**src/cmp_pkg.sv**
```systemverilog
// Package for the dual comparator control block.
// Assumes an SFR style 8-bit register port driven by the processor core.
package cmp_pkg;
  // ---------------------------------------------------------------
  // Register addresses (SFR page 0x00)
  // ---------------------------------------------------------------
  localparam logic [7:0] CMP0_CONTROL_ADDR = 8'h9A;
  localparam logic [7:0] CMP0_MODE_ADDR = 8'h9B;
  localparam logic [7:0] CMP1_CONTROL_ADDR = 8'h9D;
  localparam logic [7:0] CMP1_MODE_ADDR = 8'h9E;
  localparam logic [7:0] CMP0_INSEL_ADDR = 8'h9F;
  localparam logic [7:0] CMP1_INSEL_ADDR = 8'hA0;
  localparam logic [7:0] RESET_SRC_ADDR = 8'hA1;
  localparam logic [7:0] SFR_PAGE_CMP = 8'h00;
  // ---------------------------------------------------------------
  // Control register fields
  // ---------------------------------------------------------------
  localparam int CTL_EN_BIT = 7;
  localparam int CTL_OUT_BIT = 6;
  localparam int CTL_RISE_BIT = 5;
  localparam int CTL_FALL_BIT = 4;
  localparam int CTL_HYP_LSB = 2;
  localparam int CTL_HYN_LSB = 0;
  // Mode register fields
  localparam int MD_RIE_BIT = 5;
  localparam int MD_FIE_BIT = 4;
  localparam int MD_MODE_LSB = 0;
  // Input select fields
  localparam int MX_NEG_LSB = 4;
  localparam int MX_POS_LSB = 0;
  // Reset values
  localparam logic [7:0] CONTROL_RESET = 8'h00;
  localparam logic [1:0] MODE_RESET = 2'h2;
  localparam logic [1:0] HYST_OFF = 2'h0;
  localparam logic [1:0] INSEL_RESET = 2'h0;
  localparam logic [1:0] SYNC_RESET = 2'h0;
endpackage : cmp_pkg

```
**src/cmp_channel.sv**
```systemverilog
// One comparator channel: control, mode, input select, edge flags.
// Assumes the raw analog decision arrives as an unclocked level.
`timescale 1ns/1ns
`default_nettype none
module cmp_channel (
  input wire logic i_clk_sys, // System clock
  input wire logic i_reset_n, // Async reset, active low
  input wire logic i_wr_ctl, // Write strobe, control register
  input wire logic i_wr_mode, // Write strobe, mode register
  input wire logic i_wr_insel, // Write strobe, input select
  input wire logic [7:0] i_wdata, // Write data
  input wire logic i_analog_dec, // Raw analog decision, unclocked
  output logic [7:0] o_ctl_rd, // Control register read value
  output logic [7:0] o_mode_rd, // Mode register read value
  output logic [7:0] o_insel_rd, // Input select read value
  output logic o_raw_out, // Unclocked raw output
  output logic o_latched_out, // Clock-synchronised output
  output logic o_enable, // Analog supply on
  output logic [1:0] o_pos_hyst, // Positive hysteresis select
  output logic [1:0] o_neg_hyst, // Negative hysteresis select
  output logic [1:0] o_mode, // Response mode select
  output logic [1:0] o_pos_sel, // Positive input select
  output logic [1:0] o_neg_sel, // Negative input select
  output logic o_irq // Interrupt request level
);
  logic en_ff;
  logic rise_ff;
  logic fall_ff;
  logic [1:0] hyp_ff;
  logic [1:0] hyn_ff;
  logic [1:0] mode_ff;
  logic rie_ff;
  logic fie_ff;
  logic [1:0] psel_ff;
  logic [1:0] nsel_ff;
  logic [1:0] sync_ff;
  logic prev_ff;
  logic rise_evt;
  logic fall_evt;

  // ---------------------------------------------------------------
  // Configuration registers
  // ---------------------------------------------------------------
  // Enable and hysteresis fields
  always_ff @(posedge i_clk_sys or negedge i_reset_n) begin
    if (!i_reset_n) begin
      en_ff <= cmp_pkg::CONTROL_RESET[cmp_pkg::CTL_EN_BIT];
      hyp_ff <= cmp_pkg::HYST_OFF;
      hyn_ff <= cmp_pkg::HYST_OFF;
    end else if (i_wr_ctl) begin
      en_ff <= i_wdata[cmp_pkg::CTL_EN_BIT];
      hyp_ff <= i_wdata[cmp_pkg::CTL_HYP_LSB +: 2];
      hyn_ff <= i_wdata[cmp_pkg::CTL_HYN_LSB +: 2];
    end
  end

  // Response mode and interrupt enables; unused bits ignored
  always_ff @(posedge i_clk_sys or negedge i_reset_n) begin
    if (!i_reset_n) begin
      mode_ff <= cmp_pkg::MODE_RESET;
      rie_ff <= 1'b0;
      fie_ff <= 1'b0;
    end else if (i_wr_mode) begin
      mode_ff <= i_wdata[cmp_pkg::MD_MODE_LSB +: 2];
      rie_ff <= i_wdata[cmp_pkg::MD_RIE_BIT];
      fie_ff <= i_wdata[cmp_pkg::MD_FIE_BIT];
    end
  end

  // Input multiplexer selects
  always_ff @(posedge i_clk_sys or negedge i_reset_n) begin
    if (!i_reset_n) begin
      psel_ff <= cmp_pkg::INSEL_RESET;
      nsel_ff <= cmp_pkg::INSEL_RESET;
    end else if (i_wr_insel) begin
      psel_ff <= i_wdata[cmp_pkg::MX_POS_LSB +: 2];
      nsel_ff <= i_wdata[cmp_pkg::MX_NEG_LSB +: 2];
    end
  end

  // ---------------------------------------------------------------
  // Output path and edge flags
  // ---------------------------------------------------------------
  // Disabled comparator reads low so no stray edges reach pins
  assign o_raw_out = en_ff & i_analog_dec;

  // Two-stage synchroniser; only stage two is looked at
  always_ff @(posedge i_clk_sys or negedge i_reset_n) begin
    if (!i_reset_n) begin
      sync_ff <= cmp_pkg::SYNC_RESET;
      prev_ff <= 1'b0;
    end else begin
      sync_ff <= {sync_ff[0], o_raw_out};
      prev_ff <= sync_ff[1];
    end
  end

  assign o_latched_out = sync_ff[1];
  assign rise_evt = sync_ff[1] & ~prev_ff;
  assign fall_evt = ~sync_ff[1] & prev_ff;

  // Sticky flags: set beats a software clear in the same cycle
  always_ff @(posedge i_clk_sys or negedge i_reset_n) begin
    if (!i_reset_n) begin
      rise_ff <= 1'b0;
      fall_ff <= 1'b0;
    end else begin
      if (rise_evt) begin
        rise_ff <= 1'b1;
      end else if (i_wr_ctl) begin
        rise_ff <= i_wdata[cmp_pkg::CTL_RISE_BIT];
      end
      if (fall_evt) begin
        fall_ff <= 1'b1;
      end else if (i_wr_ctl) begin
        fall_ff <= i_wdata[cmp_pkg::CTL_FALL_BIT];
      end
    end
  end

  assign o_irq = (rise_ff & rie_ff) | (fall_ff & fie_ff);

  // Read views; output state bit is read-only
  assign o_ctl_rd = {en_ff, sync_ff[1], rise_ff, fall_ff,
                     hyp_ff, hyn_ff};
  assign o_mode_rd = {2'h0, rie_ff, fie_ff, 2'h0, mode_ff};
  assign o_insel_rd = {2'h0, nsel_ff, 2'h0, psel_ff};
  assign o_enable = en_ff;
  assign o_pos_hyst = hyp_ff;
  assign o_neg_hyst = hyn_ff;
  assign o_mode = mode_ff;
  assign o_pos_sel = psel_ff;
  assign o_neg_sel = nsel_ff;
endmodule : cmp_channel
`default_nettype wire

```
**src/dual_comparator_control.sv**
```systemverilog
// Dual comparator digital control around two analog comparators.
// Assumes an SFR port: address, page, write/read strobes, 8-bit data.
`timescale 1ns/1ns
`default_nettype none
module dual_comparator_control (
  input wire logic i_clk_sys, // System clock, 250 MHz
  input wire logic i_reset_n, // Async reset, active low
  input wire logic [7:0] i_sfr_addr, // SFR address
  input wire logic [7:0] i_sfr_page, // Current SFR page
  input wire logic i_sfr_wr, // Write strobe, one cycle
  input wire logic i_sfr_rd, // Read strobe
  input wire logic [7:0] i_sfr_wdata, // Write data
  input wire logic i_cmp0_decision, // Comparator 0 analog decision
  input wire logic i_cmp1_decision, // Comparator 1 analog decision
  output logic [7:0] o_sfr_rdata, // Registered read data
  output logic o_sfr_hit, // Address maps here, combinational
  output logic o_cmp_zero_raw_out, // Comparator 0 raw output
  output logic o_cmp_one_raw_out, // Comparator 1 raw output
  output logic o_cmp_zero_latched_out, // Comparator 0 latched output
  output logic o_cmp_one_latched_out, // Comparator 1 latched output
  output logic [1:0] o_cmp_enable, // Analog supply enable per channel
  output logic [3:0] o_cmp_hyst [2], // {pos,neg} hysteresis per channel
  output logic [1:0] o_cmp_mode [2], // Response mode per channel
  output logic [3:0] o_cmp_insel [2], // {neg,pos} input select per channel
  output logic o_cmp0_irq, // Comparator 0 interrupt request
  output logic o_cmp1_irq, // Comparator 1 interrupt request
  output logic o_cmp0_reset_req // Comparator 0 system reset request
);
  logic on_page;
  logic [1:0] wr_ctl;
  logic [1:0] wr_mode;
  logic [1:0] wr_insel;
  logic wr_rst_src;
  logic [7:0] ctl_rd [2];
  logic [7:0] mode_rd [2];
  logic [7:0] insel_rd [2];
  logic [1:0] latched;
  logic [1:0] raw;
  logic [1:0] irq;
  logic [1:0] pos_hyst [2];
  logic [1:0] neg_hyst [2];
  logic [1:0] pos_sel [2];
  logic [1:0] neg_sel [2];
  logic rst_src_ff;
  logic [7:0] nxt_rdata;
  logic [7:0] rdata_ff;

  // ---------------------------------------------------------------
  // Address decode
  // ---------------------------------------------------------------
  function automatic logic hit(input logic [7:0] a, input logic [7:0] r);
    hit = (a == r);
  endfunction : hit

  // Page check comes first: the same addresses on any other page
  // belong to other blocks and must neither write nor answer here.
  // The strobes below are one-hot by construction, so at most one
  // register of the block is written by the bus in any cycle.
  assign on_page = (i_sfr_page == cmp_pkg::SFR_PAGE_CMP);
  assign wr_ctl[0] = i_sfr_wr & on_page &
                     hit(i_sfr_addr, cmp_pkg::CMP0_CONTROL_ADDR);
  assign wr_ctl[1] = i_sfr_wr & on_page &
                     hit(i_sfr_addr, cmp_pkg::CMP1_CONTROL_ADDR);
  assign wr_mode[0] = i_sfr_wr & on_page &
                      hit(i_sfr_addr, cmp_pkg::CMP0_MODE_ADDR);
  assign wr_mode[1] = i_sfr_wr & on_page &
                      hit(i_sfr_addr, cmp_pkg::CMP1_MODE_ADDR);
  assign wr_insel[0] = i_sfr_wr & on_page &
                       hit(i_sfr_addr, cmp_pkg::CMP0_INSEL_ADDR);
  assign wr_insel[1] = i_sfr_wr & on_page &
                       hit(i_sfr_addr, cmp_pkg::CMP1_INSEL_ADDR);
  assign wr_rst_src = i_sfr_wr & on_page &
                      hit(i_sfr_addr, cmp_pkg::RESET_SRC_ADDR);

  // ---------------------------------------------------------------
  // Channels: identical logic for both comparators
  // ---------------------------------------------------------------
  // Only the reset request below tells comparator 0 apart from 1
  for (genvar g = 0; g < 2; g++) begin : g_ch
    cmp_channel u_ch (
      .i_clk_sys(i_clk_sys),
      .i_reset_n(i_reset_n),
      .i_wr_ctl(wr_ctl[g]),
      .i_wr_mode(wr_mode[g]),
      .i_wr_insel(wr_insel[g]),
      .i_wdata(i_sfr_wdata),
      .i_analog_dec(g == 0 ? i_cmp0_decision : i_cmp1_decision),
      .o_ctl_rd(ctl_rd[g]),
      .o_mode_rd(mode_rd[g]),
      .o_insel_rd(insel_rd[g]),
      .o_raw_out(raw[g]),
      .o_latched_out(latched[g]),
      .o_enable(o_cmp_enable[g]),
      .o_pos_hyst(pos_hyst[g]),
      .o_neg_hyst(neg_hyst[g]),
      .o_mode(o_cmp_mode[g]),
      .o_pos_sel(pos_sel[g]),
      .o_neg_sel(neg_sel[g]),
      .o_irq(irq[g])
    );
    assign o_cmp_hyst[g] = {pos_hyst[g], neg_hyst[g]};
    assign o_cmp_insel[g] = {neg_sel[g], pos_sel[g]};
  end

  assign o_cmp_zero_raw_out = raw[0];
  assign o_cmp_one_raw_out = raw[1];
  assign o_cmp_zero_latched_out = latched[0];
  assign o_cmp_one_latched_out = latched[1];
  assign o_cmp0_irq = irq[0];
  assign o_cmp1_irq = irq[1];

  // ---------------------------------------------------------------
  // Comparator 0 reset source
  // ---------------------------------------------------------------
  // Bit 0 selects comparator 0 as reset source; low level requests
  always_ff @(posedge i_clk_sys or negedge i_reset_n) begin
    if (!i_reset_n) begin
      rst_src_ff <= 1'b0;
    end else if (wr_rst_src) begin
      rst_src_ff <= i_sfr_wdata[0];
    end
  end

  // Uses the synchronised output so a glitch cannot reset the chip
  assign o_cmp0_reset_req = rst_src_ff & o_cmp_enable[0] &
                            ~latched[0];

  // ---------------------------------------------------------------
  // Read path
  // ---------------------------------------------------------------
  // Read mux; unmapped addresses answer zero
  // Reads have no side effects: flags clear only by an explicit write
  always_comb begin
    nxt_rdata = 8'h00;
    o_sfr_hit = 1'b0;
    if (on_page) begin
      o_sfr_hit = 1'b1;
      unique case (i_sfr_addr)
        cmp_pkg::CMP0_CONTROL_ADDR: nxt_rdata = ctl_rd[0];
        cmp_pkg::CMP1_CONTROL_ADDR: nxt_rdata = ctl_rd[1];
        cmp_pkg::CMP0_MODE_ADDR: nxt_rdata = mode_rd[0];
        cmp_pkg::CMP1_MODE_ADDR: nxt_rdata = mode_rd[1];
        cmp_pkg::CMP0_INSEL_ADDR: nxt_rdata = insel_rd[0];
        cmp_pkg::CMP1_INSEL_ADDR: nxt_rdata = insel_rd[1];
        cmp_pkg::RESET_SRC_ADDR: nxt_rdata = {7'h00, rst_src_ff};
        default: o_sfr_hit = 1'b0;
      endcase
    end
  end

  // Read data registered one cycle after the read strobe
  always_ff @(posedge i_clk_sys or negedge i_reset_n) begin
    if (!i_reset_n) begin
      rdata_ff <= 8'h00;
    end else if (i_sfr_rd) begin
      rdata_ff <= nxt_rdata;
    end
  end

  assign o_sfr_rdata = rdata_ff;
endmodule : dual_comparator_control
`default_nettype wire

```
**config.mk**
```make
export PLATFORM = sky130hd
export DESIGN_NAME = dual_comparator_control
export DESIGN_NICKNAME = d
export VERILOG_FILES = /design/src/cmp_pkg.sv /design/src/cmp_channel.sv /design/src/dual_comparator_control.sv
export SDC_FILE = /design/constraint.sdc
export NUM_CORES = 1
export LEC_CHECK = 0
export ABC_AREA = 1
export BUFFER_PORTS_ARGS = -buffer_cell sky130_fd_sc_hd__buf_2
export CORE_ASPECT_RATIO = 0.9
export CORE_MARGIN = 4
export CORE_UTILIZATION = 39
export DETAILED_ROUTE_END_ITERATION = 10
export GPL_ROUTABILITY_DRIVEN = 0
export PLACE_DENSITY = 0.61
export SYNTH_ARGS = -nofsm -noshare
export SYNTH_HDL_FRONTEND = slang
export SYNTH_SLANG_ARGS = --single-unit
```
**constraint.sdc**
```tcl
create_clock -name i_clk_sys -period 1.61 [get_ports i_clk_sys]
set_clock_uncertainty 0.2 [all_clocks]
set_input_delay 0 -clock i_clk_sys [delete_from_list [all_inputs] [get_ports i_clk_sys]]
set_output_delay 0 -clock i_clk_sys [all_outputs]
set_load 0.01 [all_outputs]
```
==> results.json <==
{
  "status": "finished with violations",
  "violations": "negative hold slack",
  "netlist_top_cells_area": "dfrtp_1, nand2_1, nand3_1, inv_1, nor2_1",
  "r2r_cells": 6,
  "grt_pass1_wl_um": 9650,
  "highest_layer": "met4",
  "yosysMostFrequentCell": "nand2_1",
  "synthesis.area_um2": 2270,
  "multi_input_area_um2": 963,
  "final_max_slew_viol_count": 0,
  "ant_nets": 0,
  "wl_met3_um": 349,
  "syn_nets": 316,
  "worst_ep_required_time_ns": 1.60,
  "clock_latency_ns": 0.30,
  "rows": 26,
  "grt-ovfl-total": 0,
  "cp-start-kind": "primary input",
  "via_per_inst": 4.80,
  "hold_path.class": "in -> async",
  "finalSetupTns_ns": 0,
  "rr_startpoint": "g_ch[0].u_ch.o_mode[1]",
  "chipWidth_um": 88.3,
  "route.detailed.drc": 0,
  "fin_crit_sh": 0.869,
  "place_ws_ns": 0.241,
  "post_cts_resized": 0,
  "startpoint": "i_sfr_addr[6]",
  "initial_core_util": 0.400,
  "worstPathCellList": "buf_2 > inv_1 > nand2_1 > nor2_1 > nand2_1 > dlygate4sd3_1 > nor2_1 > o21ai_0",
  "io_buffers": 66,
  "dr.pass1.iters": 4,
  "wl_met1_um": 2730,
  "clk_path_buf_depth": 2,
  "syn_area_per_cell_um2": 7.92,
  "postSynthCellCount": 286,
  "ir_worst_vdd_v": 0.000366,
  "cts_buffers": 5,
  "vias": 2122,
  "cts_sinks": 45,
  "io-pin-count": 68,
  "synth_common_cells": "nand2_1, dfrtp_1, inv_1, nand3_1, nor2_1",
  "criticalPathCategory": "in -> reg",
  "critPathCaptureType": "flip-flop",
  "drive_gt1_frac": 0.261,
  "die_y_um": 80.3,
  "worst_slew_pin_slew_ns": 0.355,
  "diodes": 0,
  "worst_ep_arrival_time_ns": 1.39,
  "crit_family": "buffers and inverters",
  "fin_crit_ns": 1.40,
  "grt_max_degree": 46,
  "fp.dieArea_um2": 7090,
  "antenna_found_initial": 0,
  "final_nets": 401,
  "htree_levels": 2,
  "rsz0062_at_grt": "no",
  "grtUsageTotal": 0.180,
  "cpPeakStageDelay_ns": 0.58,
  "cp_max_fo": 4,
  "synthFlopType": "dfrtp_1",
  "yosysSeqAreaShare": 0.498,
  "drt_iter0_drc": 137,
  "crit_buf_inv": 3,
  "final.fill_count": 595,
  "syn_to_final_growth_pct": 29.3,
  "synth_top_cell_by_area": "dfrtp_1",
  "core_um2": 5660,
  "ys_seq_elements": 45,
  "ys_async_sr_fraction": 1.00,
  "avgRoutedWirePerCell_um": 13.5,
  "maxCapViolCount": 0,
  "synth_edf_count": 0,
  "cts_tree": "built",
  "yosysUniqueCellTypes": 25,
  "yosysWarnings": 0,
  "path_clk_slew_ns": 0.08,
  "met2WireLength_um": 2800,
  "setup_violations": 0,
  "routed_wl_um": 5960,
  "crit_cells": 8,
  "fmax_mhz": 715,
  "clockRootBuffer": "clkbuf_8",
  "leakage_nw": 1.67,
  "slowest_stage": "dlygate4sd3_1",
  "hold_ws_ns": -0.0105,
  "seq_area_um2": 1130,
  "power_density_nw_per_um2": 752,
  "relSlewSlack": 0.762,
  "synth_top_area_share": 0.475,
  "first_global_vias": 2001,
  "place_hpwl_um": 4320,
  "hold_viol": 9,
  "setup_slack_ns": 0.211
}
## cell usage in the layout (no fill, tap or decap), drive strengths merged
master / count
nand2: 100
buf: 73
dfrtp: 43
nor2: 37
inv: 29
nand3: 29
o21ai: 27
dlygate4sd3: 13
clkbuf: 7
o22ai: 4
dfstp: 2
o211ai: 2
nor3: 1
a22o: 1
nand4: 1
o21a: 1
a21oi: 1
bufinv: 1
## registers in the layout, summed over array words and instances, names as in the netlist
register and cells:
g_ch.u_ch.o_mode 4, g_ch.u_ch.fie_ff 2, g_ch.u_ch.prev_ff 2, g_ch.u_ch.o_neg_sel 4, g_ch.u_ch.o_pos_sel 4, o_sfr_rdata 8
g_ch.u_ch.rie_ff 2, g_ch.u_ch.o_enable 2, g_ch.u_ch.o_pos_hyst 4, g_ch.u_ch.sync_ff 4, g_ch.u_ch.o_neg_hyst 4, rst_src_ff 1
g_ch.u_ch.rise_ff 2, g_ch.u_ch.fall_ff 2
## stage by stage
step	area (um2)	instances	util	hold WS (ns)	power (mW)
finish	2930	442	0.518	-0.0105	2.20
CTS	2930	442	0.518	0.00789	2.23
global route	2930	442	0.518	0.0279	2.30
global placement	2680	421	0.474	-0.199	1.31
floorplan	2270	286	-	-0.496	1.21
detailed placement	2680	421	0.474	-0.199	1.31
## kinds of logic (layout without fill, tap and decap cells)
kind of cell    after synthesis  after routing  synth area share
compound gates               36             36            0.0889
simple gates                168            168             0.336
buf+inv                      37            123            0.0767
flops                        45             45             0.498
## routing by layer
| layer | up-vias | global-route usage |
|---|---|---|
| met4 | 0 | 0.0544 |
| met1 | 975 | 0.248 |
| li1 | 1078 | - |
| met3 | 7 | 0.0390 |
| met2 | 62 | 0.280 |
| met5 | - | 0 |
## worst register-to-register path, stage by stage, from the launching register on
cell and delay (ns):
dfstp_2 0.56, nand3_1 0.08, nand2_1 0.08, nor2_1 0.05, nand2_1 0.06, nand3_1 0.06, nand2_1 0.07
## power by group
part / total (mW) / internal [mW] / leakage (nW) / switching, mW
logic: 0.166 / 0.0682 / 1.10 / 0.0979
registers: 1.14 / 1.14 / 0.514 / 0.00508
clock network: 0.895 / 0.506 / 0.0585 / 0.389
total: 2.20 / 1.71 / 1.67 / 0.492
## path summary, 6_finish.rpt
check	endpoint	slack, ns
worst min register to register	g_ch[1].u_ch.sync_ff[1]	0.16
min in group i_clk_sys	g_ch[1].u_ch.o_pos_sel[0]	0.08
max in group asynchronous	g_ch[0].u_ch.o_mode[1]	0.94
worst max register to register	o_sfr_rdata[1]	0.38
worst min-delay path	g_ch[1].u_ch.o_neg_hyst[0]	-0.01
worst max-delay path	rst_src_ff	0.21
## what timing repair did
item / in CTS / in global routing
hold endpoints to repair: 86 / 0
hold buffers: 13 / 0
setup buffers: 0 / 0
## final cells by class
type                       instances  share of cell area
sequential                        45               0.385
timing repair buffer              86               0.179
clock buffer                       7              0.0295
inverter                          29              0.0371
clock inverter                     1              0.0102
tap                               70              0.0299
multi-input combinational        204               0.329
Power figures use the tool's default switching activity.
